### src/rtl/fspg_defines.vh
// constants for the flash self-program guard
`ifndef FSPG_DEFINES_VH
`define FSPG_DEFINES_VH
// ==========================================
// register offsets (word index on the plain port)
`define FSPG_OFF_CTRL 4'h0
`define FSPG_OFF_LOCK 4'h1
`define FSPG_OFF_STAT 4'h2
`define FSPG_OFF_CMD 4'h3
`define FSPG_OFF_ADDR 4'h4
// ==========================================
// control register fields
`define FSPG_CTRL_SPE 0
`define FSPG_CTRL_PGERS 1
`define FSPG_CTRL_PGWRT 2
`define FSPG_CTRL_BLBSET 3
`define FSPG_CTRL_RRE 4
// ==========================================
// lock register fields (1 = unprogrammed)
`define FSPG_LOCK_APP_LOW 0
`define FSPG_LOCK_APP_HIGH 1
`define FSPG_LOCK_BOOT_LOW 2
`define FSPG_LOCK_BOOT_HIGH 3
`define FSPG_LOCK_RESET 4'hf
// ==========================================
// status register fields
`define FSPG_STAT_BUSY 0
`define FSPG_STAT_CRBUSY 1
`define FSPG_STAT_REFUSED 2
`define FSPG_STAT_STALL 3
// ==========================================
// command codes on the command register
`define FSPG_CMD_STORE 2'h1
`define FSPG_CMD_LOAD 2'h2
`define FSPG_CMD_CHIP_ERASE 2'h3
// ==========================================
// timing
`define FSPG_PROG_TIME_NS 4000
`define FSPG_CLK_NS 4
`define FSPG_ARM_CYCLES 4
`endif

### src/rtl/fspg_guard.v
// flash self-program guard: section checks, locks, stall and busy
// ==========================================
`timescale 1ns/1ps
`default_nettype none
`include "fspg_defines.vh"
module fspg_guard #(
  parameter AW = 17,
  parameter CRR_LIMIT = 17'h1e000,
  parameter PROG_CYCLES = (`FSPG_PROG_TIME_NS + `FSPG_CLK_NS - 1) /
    `FSPG_CLK_NS
) (
  input wire i_sys_clk,
  input wire i_rst,
  input wire [3:0] i_addr,
  input wire [7:0] i_wdata,
  input wire i_wr,
  input wire i_rd,
  output reg [7:0] o_rdata,
  input wire [1:0] i_boot_size_fuses,
  input wire [1:0] i_general_lock,
  input wire [3:0] i_port_lock_value,
  input wire i_port_lock_write,
  input wire i_chip_erase,
  input wire [AW-1:0] i_pc,
  input wire [AW-1:0] i_fetch_addr,
  input wire i_load_req,
  input wire [AW-1:0] i_load_addr,
  output reg o_core_stall,
  output reg o_flash_erase,
  output reg o_flash_write,
  output reg [AW-1:0] o_flash_page_addr,
  output reg o_load_allowed,
  output reg o_fetch_blocked,
  output reg o_app_vector_mask,
  output reg o_boot_vector_mask
);
  // ==========================================
  // state
  localparam ST_IDLE = 3'b001;
  localparam ST_CONC = 3'b010;
  localparam ST_HALT = 3'b100;
  localparam [2:0] ARM_INIT = `FSPG_ARM_CYCLES;
  reg [2:0] state;
  reg [2:0] next_state;
  reg [4:0] ctrl;
  reg [3:0] lock;
  reg [AW-1:0] target;
  reg cr_busy;
  reg refused;
  reg [2:0] arm_cnt;
  reg [15:0] prog_cnt;
  wire pc_boot;
  wire pc_stall;
  wire tgt_boot;
  wire tgt_stall;
  wire ld_boot;
  wire ld_stall;
  wire fe_boot;
  wire fe_stall;

  // ==========================================
  // classification of each address of interest
  fspg_region #(.AW(AW), .CRR_LIMIT(CRR_LIMIT)) u_pc (
    .i_addr(i_pc), .i_boot_size_fuses(i_boot_size_fuses),
    .o_in_boot(pc_boot), .o_in_stalling(pc_stall));
  fspg_region #(.AW(AW), .CRR_LIMIT(CRR_LIMIT)) u_tgt (
    .i_addr(target), .i_boot_size_fuses(i_boot_size_fuses),
    .o_in_boot(tgt_boot), .o_in_stalling(tgt_stall));
  fspg_region #(.AW(AW), .CRR_LIMIT(CRR_LIMIT)) u_ld (
    .i_addr(i_load_addr), .i_boot_size_fuses(i_boot_size_fuses),
    .o_in_boot(ld_boot), .o_in_stalling(ld_stall));
  fspg_region #(.AW(AW), .CRR_LIMIT(CRR_LIMIT)) u_fe (
    .i_addr(i_fetch_addr), .i_boot_size_fuses(i_boot_size_fuses),
    .o_in_boot(fe_boot), .o_in_stalling(fe_stall));

  // ==========================================
  // lock decode helpers; a pair is {high, low}
  function write_locked;
    input [1:0] pair;
    begin
      write_locked = (pair == 2'b10) || (pair == 2'b00);
    end
  endfunction
  function load_locked;
    input [1:0] pair;
    begin
      load_locked = (pair == 2'b00) || (pair == 2'b01);
    end
  endfunction

  wire [1:0] app_pair;
  wire [1:0] boot_pair;
  assign app_pair = {lock[`FSPG_LOCK_APP_HIGH], lock[`FSPG_LOCK_APP_LOW]};
  assign boot_pair = {lock[`FSPG_LOCK_BOOT_HIGH], lock[`FSPG_LOCK_BOOT_LOW]};

  // ==========================================
  // store decision; general lock is deliberately not consulted
  wire cmd_store;
  wire cmd_load;
  wire armed;
  wire store_ok;
  wire sect_locked;
  assign cmd_store = i_wr && (i_addr == `FSPG_OFF_CMD) &&
    (i_wdata[1:0] == `FSPG_CMD_STORE);
  assign cmd_load = i_wr && (i_addr == `FSPG_OFF_CMD) &&
    (i_wdata[1:0] == `FSPG_CMD_LOAD);
  assign armed = ctrl[`FSPG_CTRL_SPE] && (arm_cnt != 3'h0);
  // each pair guards its own section only
  assign sect_locked = tgt_boot ? write_locked(boot_pair) :
    write_locked(app_pair);
  assign store_ok = cmd_store && armed && pc_boot &&
    (state == ST_IDLE) && !sect_locked;
  wire do_prog;
  wire do_lockset;
  wire do_rre;
  assign do_prog = store_ok &&
    (ctrl[`FSPG_CTRL_PGERS] || ctrl[`FSPG_CTRL_PGWRT]);
  assign do_lockset = cmd_store && armed && pc_boot &&
    ctrl[`FSPG_CTRL_BLBSET] && (state == ST_IDLE);
  assign do_rre = cmd_store && armed && pc_boot &&
    ctrl[`FSPG_CTRL_RRE] && (state == ST_IDLE);

  // ==========================================
  // sequencer
  always @* begin
    next_state = state;
    case (state)
      ST_IDLE: begin
        if (do_prog) begin
          next_state = tgt_stall ? ST_HALT : ST_CONC;
        end
      end
      ST_CONC, ST_HALT: begin
        if (prog_cnt == 16'h0001) begin
          next_state = ST_IDLE;
        end
      end
      default: next_state = ST_IDLE;
    endcase
  end

  always @(posedge i_sys_clk) begin
    if (i_rst) begin
      state <= ST_IDLE;
      ctrl <= 5'h00;
      target <= {AW{1'b0}};
      arm_cnt <= 3'h0;
      prog_cnt <= 16'h0000;
      cr_busy <= 1'b0;
      refused <= 1'b0;
      o_rdata <= 8'h00;
      o_core_stall <= 1'b0;
      o_flash_erase <= 1'b0;
      o_flash_write <= 1'b0;
      o_flash_page_addr <= {AW{1'b0}};
      o_load_allowed <= 1'b0;
      o_fetch_blocked <= 1'b0;
      o_app_vector_mask <= 1'b0;
      o_boot_vector_mask <= 1'b0;
    end else begin
      state <= next_state;
      // control register; enable window lasts a few cycles
      if (i_wr && i_addr == `FSPG_OFF_CTRL && state == ST_IDLE) begin
        ctrl <= i_wdata[4:0];
        arm_cnt <= ARM_INIT;
      end else if (arm_cnt != 3'h0) begin
        arm_cnt <= arm_cnt - 3'h1;
      end else if (state == ST_IDLE) begin
        ctrl <= 5'h00;
      end
      if (i_wr && i_addr == `FSPG_OFF_ADDR) begin
        target <= {i_wdata, {(AW-8){1'b0}}};
      end
      if (cmd_store) begin
        arm_cnt <= 3'h0;
      end
      if (do_prog) begin
        prog_cnt <= PROG_CYCLES[15:0];
        o_flash_page_addr <= target;
        o_flash_erase <= ctrl[`FSPG_CTRL_PGERS];
        o_flash_write <= ctrl[`FSPG_CTRL_PGWRT] && !ctrl[`FSPG_CTRL_PGERS];
      end else if (prog_cnt != 16'h0000) begin
        prog_cnt <= prog_cnt - 16'h0001;
        if (prog_cnt == 16'h0001) begin
          o_flash_erase <= 1'b0;
          o_flash_write <= 1'b0;
          ctrl <= 5'h00;
        end
      end
      // refused store stays visible until the next control write
      if (cmd_store && !store_ok && !do_lockset && !do_rre) begin
        refused <= 1'b1;
      end else if (i_wr && i_addr == `FSPG_OFF_CTRL) begin
        refused <= 1'b0;
      end
      // busy: start on a non-stalling page sets; enable after completion or page load clears
      if (do_prog && !tgt_stall) begin
        cr_busy <= 1'b1;
      end else if (do_rre || (cmd_load && state == ST_IDLE)) begin
        cr_busy <= 1'b0;
      end
      o_core_stall <= (next_state == ST_HALT);
      o_fetch_blocked <= (next_state == ST_HALT) ||
        ((cr_busy || (do_prog && !tgt_stall)) && !fe_stall);
      // loads obey the section locks, the busy region and the stall
      o_load_allowed <= i_load_req && (next_state != ST_HALT) &&
        !(cr_busy && !ld_stall) &&
        !(ld_boot && !pc_boot && load_locked(boot_pair)) &&
        !(!ld_boot && pc_boot && load_locked(app_pair));
      o_app_vector_mask <= pc_boot && load_locked(app_pair);
      o_boot_vector_mask <= pc_boot && load_locked(boot_pair);
      if (i_rd) begin
        case (i_addr)
          `FSPG_OFF_CTRL: o_rdata <= {3'h0, ctrl};
          `FSPG_OFF_LOCK: o_rdata <= {4'h0, lock};
          `FSPG_OFF_STAT: o_rdata <= {4'h0, state == ST_HALT, refused,
            cr_busy, state != ST_IDLE};
          `FSPG_OFF_ADDR: o_rdata <= target[AW-1:AW-8];
          default: o_rdata <= 8'h00;
        endcase
      end else begin
        o_rdata <= 8'h00;
      end
    end
  end

  // ==========================================
  // lock bits: programming only moves 1 to 0, chip erase restores
  always @(posedge i_sys_clk) begin
    if (i_rst) begin
      lock <= `FSPG_LOCK_RESET;
    end else if (i_chip_erase) begin
      lock <= `FSPG_LOCK_RESET;
    end else if (i_port_lock_write) begin
      lock <= lock & i_port_lock_value;
    end else if (do_lockset) begin
      lock <= lock & i_wdata[7:4];
    end
  end

  // general lock and fe_boot do not enter any decision above
  wire unused_ok;
  assign unused_ok = &{1'b0, i_general_lock, fe_boot};
endmodule // fspg_guard
`default_nettype wire

### src/rtl/fspg_region.v
// section and region classifier for one flash address
`timescale 1ns/1ps
`default_nettype none
module fspg_region #(
  parameter AW = 17,
  parameter CRR_LIMIT = 17'h1e000
) (
  input wire [AW-1:0] i_addr,
  input wire [1:0] i_boot_size_fuses,
  output reg o_in_boot,
  output reg o_in_stalling
);
  // ==========================================
  // boot section size from fuses, always at the top of flash
  reg [AW-1:0] boot_start;
  always @* begin
    case (i_boot_size_fuses)
      2'h3: boot_start = CRR_LIMIT + 17'h1c00;
      2'h2: boot_start = CRR_LIMIT + 17'h1800;
      2'h1: boot_start = CRR_LIMIT + 17'h1000;
      default: boot_start = CRR_LIMIT;
    endcase
    // boot never reaches below the fixed limit
    if (boot_start < CRR_LIMIT) begin
      boot_start = CRR_LIMIT;
    end
    o_in_boot = (i_addr >= boot_start);
    o_in_stalling = (i_addr >= CRR_LIMIT);
  end
endmodule // fspg_region
`default_nettype wire

### config.mk
export PLATFORM = sky130hd
export DESIGN_NAME = fspg_guard
export DESIGN_NICKNAME = d
export VERILOG_FILES = /design/src/rtl/fspg_guard.v /design/src/rtl/fspg_region.v
export VERILOG_INCLUDE_DIRS = /design/src /design/src/rtl
export SDC_FILE = /design/constraint.sdc
export NUM_CORES = 1
export LEC_CHECK = 0
export BUFFER_PORTS_ARGS = -buffer_cell sky130_fd_sc_hd__buf_4
export CAP_MARGIN = 15
export CELL_PAD_IN_SITES_DETAIL_PLACEMENT = 0
export CELL_PAD_IN_SITES_GLOBAL_PLACEMENT = 1
export CORE_UTILIZATION = 39
export CTS_CLUSTER_SIZE = 20
export DETAILED_ROUTE_END_ITERATION = 8
export GPL_ROUTABILITY_DRIVEN = 1
export GPL_TIMING_DRIVEN = 0
export PLACE_DENSITY = 0.85
export SLEW_MARGIN = 20
export SYNTH_ARGS = -nofsm -noshare
export SYNTH_HDL_FRONTEND = slang
export SYNTH_SLANG_ARGS = --single-unit
### constraint.sdc
create_clock -name i_sys_clk -period 4 [get_ports i_sys_clk]
set_input_delay 0.4 -clock i_sys_clk [delete_from_list [all_inputs] [get_ports i_sys_clk]]
set_output_delay 0.4 -clock i_sys_clk [all_outputs]
set_load 0.05 [all_outputs]
* After elaboration in Yosys (flattened, before gate mapping)
Cells that the tools add are included. W data, S select, Z words.
Operators by class: shift-type cells 0, bitwise operators 3, add/subtract/negate cells 2, reduce and logical (&&, ||, !) cells 73, $mul 0, eq/ne operators 20, multiplexer cells 28, $lt $le $gt $ge 7, div/mod/pow operators 0
Operators by type and width (number):
- $ge A17 B17 Y1 | 3
- $ge A17 B17 Y1 const B | 3
- $pmux W13 S3 | 1
- $logic_and A1 B1 Y1 | 34
- $pmux W8 S4 | 1
- $mux W5 | 6
- $mux W10 | 2
- $lt A17 B17 Y1 const B | 1
- $eq A16 B1 Y1 const B | 1
- $reduce_bool A16 Y1 | 1
- $sub A16 B1 Y16 const B | 1
- $mux W3 | 5
- $logic_not A1 Y1 | 13
- $mux W13 | 1
- $reduce_bool A2 Y1 | 6
- $eq A2 B2 Y1 const B | 5
- $reduce_or A2 Y1 | 5
- $mux W1 | 9
- $and A4 B4 Y4 | 2
- $eq A2 B1 Y1 const B | 4
- $eq A4 B2 Y1 const B | 2
- $logic_or A1 B1 Y1 | 8
- $mux W4 | 2
- $eq A3 B3 Y1 const B | 2
- 14 further kinds | 15
Storage, ports and cells: output and inout bits 32, register bits 64, input port bits 78, word-level logic and storage cells 152, memory bits (writable) 0, memories 0, bits in read-only memories 0, latch bits 0

* Logic depth before layout (Yosys ltp)
Gate-level depths: netlist of run 1.
depth in word-level cells 16, mapped depth 9, gate-level depth less buffers 8

* By module
From an unflattened synthesis of run 1, not the netlist that was laid out.
Unflattened totals: cell total of the unflattened synthesis 419, area, all modules 3578.4 um^2
Modules (own cells, without submodules):
- fspg_guard | cells an instance 355, instances 1, seq. area each 1281.2 um^2, area an instance 3062.9 um^2
- fspg_region | cells an instance 16, instances 4, seq. area each 0.0 um^2, area an instance 128.9 um^2

* Worst setup path after synthesis of run 1
No wires, ideal clock.
path kind input to register, start input port i_boot_size_fuses[0], end register o_flash_page_addr[14], setup time 128 ps, arrival time 2355 ps, required time 3872 ps, slack 1517 ps, path buffers 1, cell stages on the path 9, path through and2_1 ha_1 nand2b_1 a21oi_1 o21ai_0 o2111ai_1 buf_2 mux2i_1 nor2_1
Between the ends: word-level cells in the longest chain between the ends 9, elaborated cells between the ends (all ways) 14, classes of those cells order compare (3); eq/ne (3); mux (3); reduce/logical (5)
RTL lines:
- start: declaration | line fspg_guard.v:19 | input wire [1:0] i_boot_size_fuses,
- $eq A2 B1 Y1 / $eq A2 B2 Y1 (equally long branches)
- $pmux W13 S3 * | line fspg_region.v:17 | case (i_boot_size_fuses)
- $lt A17 B17 Y1
- $mux W13 * | line fspg_region.v:24 | if (boot_start < CRR_LIMIT) begin
- $ge A17 B17 Y1 | line fspg_region.v:27 | o_in_boot = (i_addr >= boot_start);
- $mux W1 / $logic_and A1 B1 Y1 (equally long branches) | line fspg_guard.v:109, fspg_guard.v:111
- $logic_not A1 Y1 / $logic_and A1 B1 Y1 (equally long branches) | line fspg_guard.v:112, fspg_guard.v:111
- $logic_and A1 B1 Y1 * | line fspg_guard.v:112 | (state == ST_IDLE) && !sect_locked;
- $logic_and A1 B1 Y1 * | line fspg_guard.v:116 | assign do_prog = store_ok &&
- end signal: assignment | line fspg_guard.v:155 | o_flash_page_addr <= {AW{1'b0}};
- end signal: assignment | line fspg_guard.v:179 | o_flash_page_addr <= target;
- end: declaration | line fspg_guard.v:31 | output reg [AW-1:0] o_flash_page_addr,
Mark *: on every way between the ends. The rest lies on a longest branch, timed or not. A chain may end at the register's enable or synchronous reset.

* Final worst setup path of run 1
start register state[0], end register prog_cnt[13]
Between the ends: word-level cells in the longest chain between the ends 5
RTL lines:
- start: declaration | line fspg_guard.v:43 | reg [2:0] state;
- start signal: assignment | line fspg_guard.v:161 | state <= next_state;
- $eq A3 B1 Y1 | line fspg_guard.v:112
- $logic_and A1 B1 Y1 | line fspg_guard.v:111 | assign store_ok = cmd_store && armed && pc_boot &&
- $logic_and A1 B1 Y1 | line fspg_guard.v:112
- $logic_and A1 B1 Y1 | line fspg_guard.v:116
- $reduce_or A2 Y1 (no source line)
- end signal: assignment | line fspg_guard.v:178 | prog_cnt <= PROG_CYCLES[15:0];
- end signal: assignment | line fspg_guard.v:183 | prog_cnt <= prog_cnt - 16'h0001;
- end: declaration | line fspg_guard.v:51 | reg [15:0] prog_cnt;
No other way between the ends.

==> results.cfg, run 1 <==
[run_status]
status = complete, no violations

[clock_tree]
postCtsSetupBuffers = 0
clockBufferDepth = 2
clk_latency_ns = 0.36
path_clk_slew_ns = 0.08
cts-root-buf = clkbuf_8
htreeDepth = 3
postCtsHoldBufs = 0
cts_sinks = 64
cts_tree = built
cts_made_buffers = 9
cts_resized = 0

[sta]
tightest_slew_ns = 0.9616
fin_crit_ns = 2.714
fmax_mhz = 368.4
slew_violations = 0
finalSetupTns_ns = 0
maxSlewHeadroom = 0.3576
rsz0062_at_grt = no
finalClockSkew_ns = 0.009113
fin_crit_sh = 0.6785
setup_viol_count_final = 0
hold_violations = 0

[critical_path]
cp_top_family = simple AND/OR/NAND/NOR gates
worstPathArrival_ns = 2.96
worstSetupEndpoint = prog_cnt[13]
crit_path_max_incr_delay_ns = 0.79
cp-end-kind = register
crit_cells = 6
crit_path_start = state[0]
critPathBufInv = 1
worstSetupPathType = reg -> reg
reg2reg_depth = 6
start_kind = register
worstPathMaxFanout = 10
crit-reg2reg-launch = state[0]
ff2ff_setup_slack_ns = 1.29
worstReg2RegEnd = prog_cnt[13]
crit_path_cell_trace = nor3b_1, and4_1, o2111ai_2, nand2b_1, clkbuf_1, nor2_1
worst_ep_required_time_ns = 4.24
crit_path_top_delay_cell = nor3b_1

[floorplanning]
die_h_um = 93.44
initial_utilization = 0.4134
rows = 32
die_area_sq_um = 8730
core-area_sq_um = 7888
die_w_um = 93.44
io_pins = 110

[cells_and_area]
layout-drive-gt1-share = 0.2582
layout_common_cells = buf_4, dfxtp_1, nor2_1, a21oi_1
antenna_cells = 0
num-fill-cells = 749
layout_commonest_cell = buf_4
area_growth_syn_to_layout_pct = 31.54
nets = 574

[synth]
yosys_warnings = 0
synth_xor_area_frac = 0.03722
synth_top_family_by_area = simple AND/OR/NAND/NOR gates
yosys.area_share.simple = 0.2563
synth_compound_area_frac = 0.1401
synth_ff_type = dfxtp_1
synth_top_area_frac = 0.3929
synth_mux_area_frac = 0.07137
synth.distinct_cells = 53
synth_edf_count = 0
synth-seq-area-share = 0.3929
syn_area_per_cell_sq_um = 8.603
synth_area_sq_um = 3261
postSynthCellCount = 379
ys_ff_latch = 64
async_flop_share = 0
yosysTopAreaCell = dfxtp_1
synthTopCellsByArea = dfxtp_1, nor2_1, mux2i_1
synthAdderAreaFrac = 0.04988

[flow_run]
drv_cap = 0

[routing]
vias = 3088
drc = 0
wl_per_cell_um = 14.70
routed_via_density = 5.234
wl_met3_um = 607
top_layer = met4
drt_wl_total_mm = 8.674
ant_nets = 0
drt_iter0_drc = 223
routedLengthMet1_mm = 3.773
wl_met2_mm = 4.133
drt_pass1_iterations = 5

[grt]
track_usage = 0.2165
grt_pass1_vias = 3064
grt_pass1_wl_mm = 14.46
grt_antenna_before_repair = 0
grt_max_degree = 14
overflow = 0

[placed_design]
numPortBuffers = 85
gp_congestion = 0.8630
hpwl_mm = 6.691

[pwr]
peakVddDrop_mv = 0.2130
power_density_nw_per_um2 = 516.0
p_total_uw = 2213
leakage_uw = 0.001966

[hold_path]
hold_class = in -> reg
==> layout make-up <==
| type | count | area, sq um | area share |
|---|---|---|---|
| clock buffers | 9 | 123.9 | 0.02888 |
| repair buffers | 85 | 638.1 | 0.1488 |
| clock inverters | 7 | 102.6 | 0.02392 |
| plain buffers | 20 | 117.6 | 0.02742 |
| multi-input cells | 290 | 1849 | 0.4312 |
| well taps | 102 | 127.6 | 0.02975 |
| flip-flops and latches | 64 | 1281 | 0.2987 |
| inverters | 13 | 48.80 | 0.01138 |
==> stage by stage <==
| step | area, sq um | hold WS (ns) | util | std cells | worst slack [ns] |
|---|---|---|---|---|---|
| after detailed placement | 4056 | 0.4582 | 0.5143 | 574 | 0.7397 |
| after CTS | 4283 | 0.2782 | 0.5430 | 590 | 0.9976 |
| final | 4289 | 0.2802 | 0.5438 | 590 | 1.286 |
| after global placement | 4056 | 0.4513 | 0.5143 | 574 | 0.7780 |
| after global routing | 4289 | 0.2825 | 0.5438 | 590 | 1.049 |
| after floorplan | 3291 | 0.4315 | - | 387 | 1.517 |
==> registers in the layout, summed over array words and instances (netlist names), 3 cells and up <==
name               count
prog_cnt              16
o_flash_page_addr      8
o_rdata                8
target                 8
ctrl                   5
lock                   4
arm_cnt                3
state                  3
==> where the power goes <==
group | total (uW) | switching, uW | leakage, uW | internal (uW)
clock | 649 | 292 | 0.000110 | 357
combinational | 758 | 400 | 0.00134 | 358
sequential | 806 | 80.2 | 0.000520 | 726
total | 2210 | 772 | 0.00197 | 1440
==> tightest hold or removal path: cells and delay by family <==
kind	cells	cell delay [ns]
mux	1	0.06
buf+inv	1	0.09
simple gates	1	0.07
==> worst min-delay path by stage <==
| stage | start | to | slack, ns | cells past startpoint |
|---|---|---|---|---|
| 5_1_grt | i_wdata[6] | target[15] | 0.28 | 3 |
| 6_report | i_wdata[6] | target[15] | 0.28 | 3 |
| 4_1_cts | i_wdata[7] | target[16] | 0.28 | 3 |
| 2_1_floorplan | refused | refused | 0.43 | 2 |
| 3_5_place_dp | refused | refused | 0.46 | 2 |
| 3_3_place_gp | refused | refused | 0.45 | 2 |
==> cell families (layout without fill, tap and decap cells) <==
family,after synthesis,after routing
multiplexers,23,23
buffers and inverters,33,134
other,1,9
adder cells (fa/ha/maj),13,13
AND/OR/NAND/NOR,161,161
flip-flops,64,64
AO/OA/AOI/OAI,71,71
XOR/XNOR,13,13
==> routing by layer <==
layer,GRT usage,vias up
met4,0.1000,0
met1,0.2707,1425
met5,0,-
li1,-,1539
met3,0.03984,12
met2,0.3597,112
==> Yosys cell counts (all sizes together) (2+ instances only) <==
cell / number
a211oi: 8
a21boi: 2
a21o: 3
a21oi: 27
a31o: 3
a31oi: 4
a41oi: 2
and2: 5
and3b: 2
and4: 5
buf: 11
clkbuf: 9
dfxtp: 64
ha: 13
inv: 13
mux2: 2
mux2i: 21
nand2: 21
nand2b: 5
nand3: 9
nand4: 8
nor2: 62
nor2b: 11
nor3: 10
nor3b: 3
nor4: 4
nor4b: 3
nor4bb: 2
o211a: 2
o21ai: 12
or2: 2
or3: 2
or4b: 2
xnor2: 8
xor2: 5
Power figures use the tool's default switching activity.
==> inputs of run 2 (changes only) <==
CORE_UTILIZATION = 37   (was 39)
PLACE_DENSITY = 0.82   (was 0.85)
clock period = 2.7 ns   (was 4 ns; I/O delays follow)
==> run 2 against run 1 <==
Effect of this change:
- highest routed layer unchanged
- routed wire length rose by 0.97%
- maximum frequency rose by 9.0%
- utilization fell by 2.7 points
- first-iteration DRC count fell by 31%
- die area rose by 5.3%
- cell count rose by 0.34%
- sequential cell count did not move
- largest power group unchanged
- clock-buffer cell count rose by 1
- power rose by 52%
- hold slack got worse by 0.12 ns
- critical endpoint is now o_load_allowed
- combinational power rose by 49%
==> results.cfg, run 2 (synthesis results as in run 1) <==
[pwr]
power_frac_comb = 0.335
peakVddDrop_mv = 0.2942
swShare = 0.3301
clkPwrFrac = 0.310
switchingPower_uw = 1109
power.internal_uw = 2251
seqPwrFrac = 0.355
power_density_nw_per_um2 = 775.7
p_total_uw = 3360
leakage_uw = 0.001980

[cells_and_area]
final_cell_count_no_fill = 592
largest_reg_flops = 16
num-fill-cells = 809
area_growth_syn_to_layout_pct = 32.85
antenna_cells = 0
layout_commonest_cell = buf_4
layout-drive-gt1-share = 0.2608
top_register = prog_cnt
layout_common_cells = buf_4, dfxtp_1, nor2_1, a21oi_1
nets = 573

[critical_path]
crit-reg2reg-launch = prog_cnt[8]
worstPathArrival_ns = 2.79
start_kind = register
crit_path_cell_trace = or4_4, nor3_1, nand4_1, and3_1, a31oi_1, o2111a_1
worst_ep_required_time_ns = 3.00
worstPathMaxFanout = 5
crit_path_start = prog_cnt[8]
ff2ff_setup_slack_ns = 0.21
worstSetupEndpoint = o_load_allowed
worstReg2RegEnd = o_load_allowed
reg2reg_depth = 6
cp-end-kind = register
crit_path_top_delay_cell = or4_4
crit_path_max_incr_delay_ns = 0.58
worstSetupPathType = reg -> reg

[placed_design]
numPortBuffers = 85
pre_cts_ws_ns = -0.2402
hpwl_mm = 6.750
placedCellCount = 577
gp_congestion = 0.8844

[clock_tree]
path_clk_slew_ns = 0.07
clk_latency_ns = 0.35
postCtsHoldBufs = 0
cts_tree = built
htreeDepth = 3
cts_made_buffers = 9
cts-root-buf = clkbuf_8
cts_sinks = 64
clockBufferDepth = 2

[sta]
finalClockSkew_ns = 0.006288
maxSlewHeadroom = 0.4905
fmax_mhz = 401.6
fin_crit_ns = 2.490
setup_viol_count_final = 0
slew_violations = 0
rsz0062_at_grt = no
hold_violations = 0
tightest_slew_ns = 0.7642
fin_crit_sh = 0.9221
finalWorstSetupSlack_ns = 0.2103

[flow_run]
drv_cap = 0

[routing]
drt_iter0_drc = 154
drt_wl_total_mm = 8.758
drc = 0
drt_pass1_iterations = 4
routed_via_density = 5.147
vias = 3047
ant_nets = 0
wl_per_cell_um = 14.79

[floorplanning]
rows = 33
die_w_um = 95.88
die_h_um = 95.88
core-area_sq_um = 8382
io_pins = 110
initial_utilization = 0.3890
die_area_sq_um = 9192

[grt]
overflow = 0
grt_max_degree = 13
track_usage = 0.2077
grt_pass1_vias = 2898
grt_antenna_before_repair = 0
grt_pass1_wl_mm = 14.21

[hold_path]
hold_class = in -> reg

[run_status]
status = complete, no violations
run 2: cell types whose count changed in the layout (fill, tap and decap cells not counted), sizes merged:
cell	previous run	this run
inv	15	14
clkinv	2	1
bufinv	2	3
run 2: repair_timing:
item,in CTS,in global routing
resized for setup,1,2
pin swaps,0,1
setup buffers,0,0
endpoints found under the setup margin,12,16
run 2: cell type report:
cell class,count,area [sq um],share of cell area
repair buffers,85,638.1,0.1473
plain buffers,19,113.9,0.02629
clock buffers,10,137.6,0.03177
multi-input cells,290,1866,0.4307
inverters,13,48.80,0.01127
well taps,105,131.4,0.03033
flip-flops and latches,64,1281,0.2958
clock inverters,6,115.1,0.02657
run 2: worst min path at each step:
stage / start / depth (start not counted) / end / slack (ns)
global placement: refused / 2 / refused / 0.45
detailed placement: refused / 2 / refused / 0.46
floorplan: i_wdata[1] / 2 / target[10] / 0.41
finish: i_wdata[2] / 3 / target[11] / 0.16
CTS: i_wdata[7] / 3 / target[16] / 0.15
global route: i_wdata[7] / 3 / target[16] / 0.17
run 2: power groups by stage:
stage	registers (uW)	clock network (uW)	logic (uW)
after floorplan	1190	0	875
after global placement	1210	0	1090
after detailed placement	1210	0	1120
after CTS	1190	1060	1130
after global routing	1210	1110	1280
final	1190	1040	1130
run 2: critical path: cells and delay by family (launching register included):
kind             cells  cell delay, ns
AO/OA/AOI/OAI        2            0.71
flip-flops           1            0.35
AND/OR/NAND/NOR      4            1.37
run 2: stage by stage:
step / setup TNS (ns) / utilization / area, sq um / hold WS, ns
2_1_floorplan: 0 / - / 3291 / 0.4139
3_3_place_gp: -9.209 / 0.4844 / 4060 / 0.4486
3_5_place_dp: -3.053 / 0.4851 / 4066 / 0.4573
4_1_cts: 0 / 0.5159 / 4324 / 0.1535
5_1_grt: 0 / 0.5168 / 4332 / 0.1667
6_report: 0 / 0.5168 / 4332 / 0.1646
run 2: metal layers:
layer,vias to the layer above,global-route usage,part of all wire
met5,-,0,0
li1,1533,-,-
met3,21,0.05450,0.065
met2,113,0.3345,0.47
met4,0,0.09826,0.024
met1,1380,0.2580,0.44
==> inputs of run 3 (changes only) <==
RECOVER_POWER = 50   (was not set)
==> run 3 against run 2 <==
Effect of this change:
- sequential share of layout area grew 0.65 points
- non-clock buffer count unchanged
- clock power about the same
- power down 0.30%
- clock-buffer cell count did not move
- critical path depth did not move
- sequential power barely moved
- first-iteration DRC count down 5.2%
- clock skew up 0.0010 ns
- routed wire length barely moved
- worst setup slack got worse by 0.016 ns
- largest cell class unchanged
- largest power group unchanged
- highest routed layer unchanged
==> results.cfg, run 3 (synthesis results as in run 1) <==
[cells_and_area]
layout-drive-gt1-share = 0.2094
antenna_cells = 0
area_growth_syn_to_layout_pct = 29.97
nets = 573
largest_reg_flops = 16
fin_util = 0.5056
top_register = prog_cnt
layout_common_cells = buf_4, dfxtp_1, nor2_1, clkbuf_1, a21oi_1
layout_commonest_cell = buf_4
finalInstanceArea_sq_um = 4238

[floorplanning]
core-area_sq_um = 8382
io_pins = 110
die_h_um = 95.88
die_area_sq_um = 9192
initial_utilization = 0.3890
rows = 33
die_w_um = 95.88

[sta]
fin_hold_ws_ns = 0.1680
fin_crit_ns = 2.506
setup_viol_count_final = 0
finalWorstSetupSlack_ns = 0.1942
slew_violations = 0
maxSlewHeadroom = 0.4938
rsz0062_at_grt = no
tightest_slew_ns = 0.7593
hold_violations = 0
finalClockSkew_ns = 0.007335
fmax_mhz = 399.1
fin_crit_sh = 0.9281

[placed_design]
gp_congestion = 0.8844
dpl_cell_area_sq_um = 4066
pre_cts_ws_ns = -0.2402
numPortBuffers = 85
hpwl_mm = 6.750

[critical_path]
crit_path_start = prog_cnt[8]
reg2reg_depth = 6
worstSetupEndpoint = o_load_allowed
worstSetupPathType = reg -> reg
ff2ff_setup_slack_ns = 0.19
worstPathArrival_ns = 2.80
start_kind = register
cp-end-kind = register
worstPathMaxFanout = 5
crit_path_cell_trace = or4_4, nor3_1, nand4_1, and3_1, a31oi_1, o2111a_1
crit_path_top_delay_cell = or4_4
worstReg2RegEnd = o_load_allowed
crit-reg2reg-launch = prog_cnt[8]
crit_path_max_incr_delay_ns = 0.58
worst_ep_required_time_ns = 2.99

[run_status]
status = complete, no violations

[pwr]
peakVddDrop_mv = 0.2903
power_density_nw_per_um2 = 790.6
leakage_uw = 0.001873

[clock_tree]
path_clk_slew_ns = 0.07
cts_tree = built
htreeDepth = 3
cts_made_buffers = 9
clk_latency_ns = 0.35
postCtsHoldBufs = 0
cts-root-buf = clkbuf_8
cts_sinks = 64
clockBufferDepth = 2
postCtsSetupBuffers = 0

[hold_path]
hold_class = in -> reg

[grt]
grt_pass1_vias = 2898
grt_antenna_before_repair = 0
grt_max_degree = 13
track_usage = 0.2077
overflow = 0
grt_pass1_wl_mm = 14.21

[routing]
wl_per_cell_um = 14.79
drt_wl_total_mm = 8.755
drt_iter0_drc = 146
routed_via_density = 5.144
ant_nets = 0
drt_pass1_iterations = 4
vias = 3045
drc = 0

[flow_run]
drv_cap = 0
==> run 3: cell type report <==
class / instances / area [sq um]
Tap cell: 105 / 131.4
Clock buffer: 10 / 137.6
Multi-Input combinational cell: 290 / 1866
Sequential cell: 64 / 1281
Fill cell: 835 / 4144
Timing Repair Buffer: 85 / 544.3
Clock inverter: 6 / 115.1
Inverter: 13 / 48.80
Buffer: 19 / 113.9
==> run 3: critical path: cells and delay by family (launching register included) <==
family	cells	cell delay (ns)
AND/OR/NAND/NOR	4	1.38
AO/OA/AOI/OAI	2	0.71
flip-flops	1	0.35
==> run 3: where the power goes <==
part | total, uW | switching, uW | internal [uW]
Sequential | 1190 | 117 | 1080
Clock | 1040 | 393 | 643
Combinational | 1120 | 592 | 529
Total | 3350 | 1100 | 2250
==> run 3: worst min path at each step <==
stage,start,to,cells after the start
after global routing,i_wdata[7],target[16],3
after CTS,i_wdata[7],target[16],3
after detailed placement,refused,refused,2
final,i_wdata[2],target[11],3
after global placement,refused,refused,2
after floorplan,i_wdata[1],target[10],2
==> run 3: through the flow <==
| step | power, uW | setup TNS, ns | instances |
|---|---|---|---|
| 4_1_cts | 3383 | 0 | 593 |
| 3_5_place_dp | 2331 | -3.053 | 577 |
| 5_1_grt | 3593 | 0 | 592 |
| 2_1_floorplan | 2066 | 0 | 387 |
| 3_3_place_gp | 2298 | -9.209 | 577 |
| 6_report | 3350 | 0 | 592 |
==> run 3: what timing repair did <==
item | 4_1_cts | 5_1_grt
pin swaps | 0 | 1
endpoints found under the setup margin | 12 | 16
endpoints found under the hold margin | 0 | 0
gates resized for setup | 1 | 2
==> run 3: routing by layer <==
metal / wire length, um / track usage
met1: 3929 / 0.2580
met2: 4101 / 0.3345
met3: 541 / 0.05450
met4: 182 / 0.09826
met5: 0 / 0
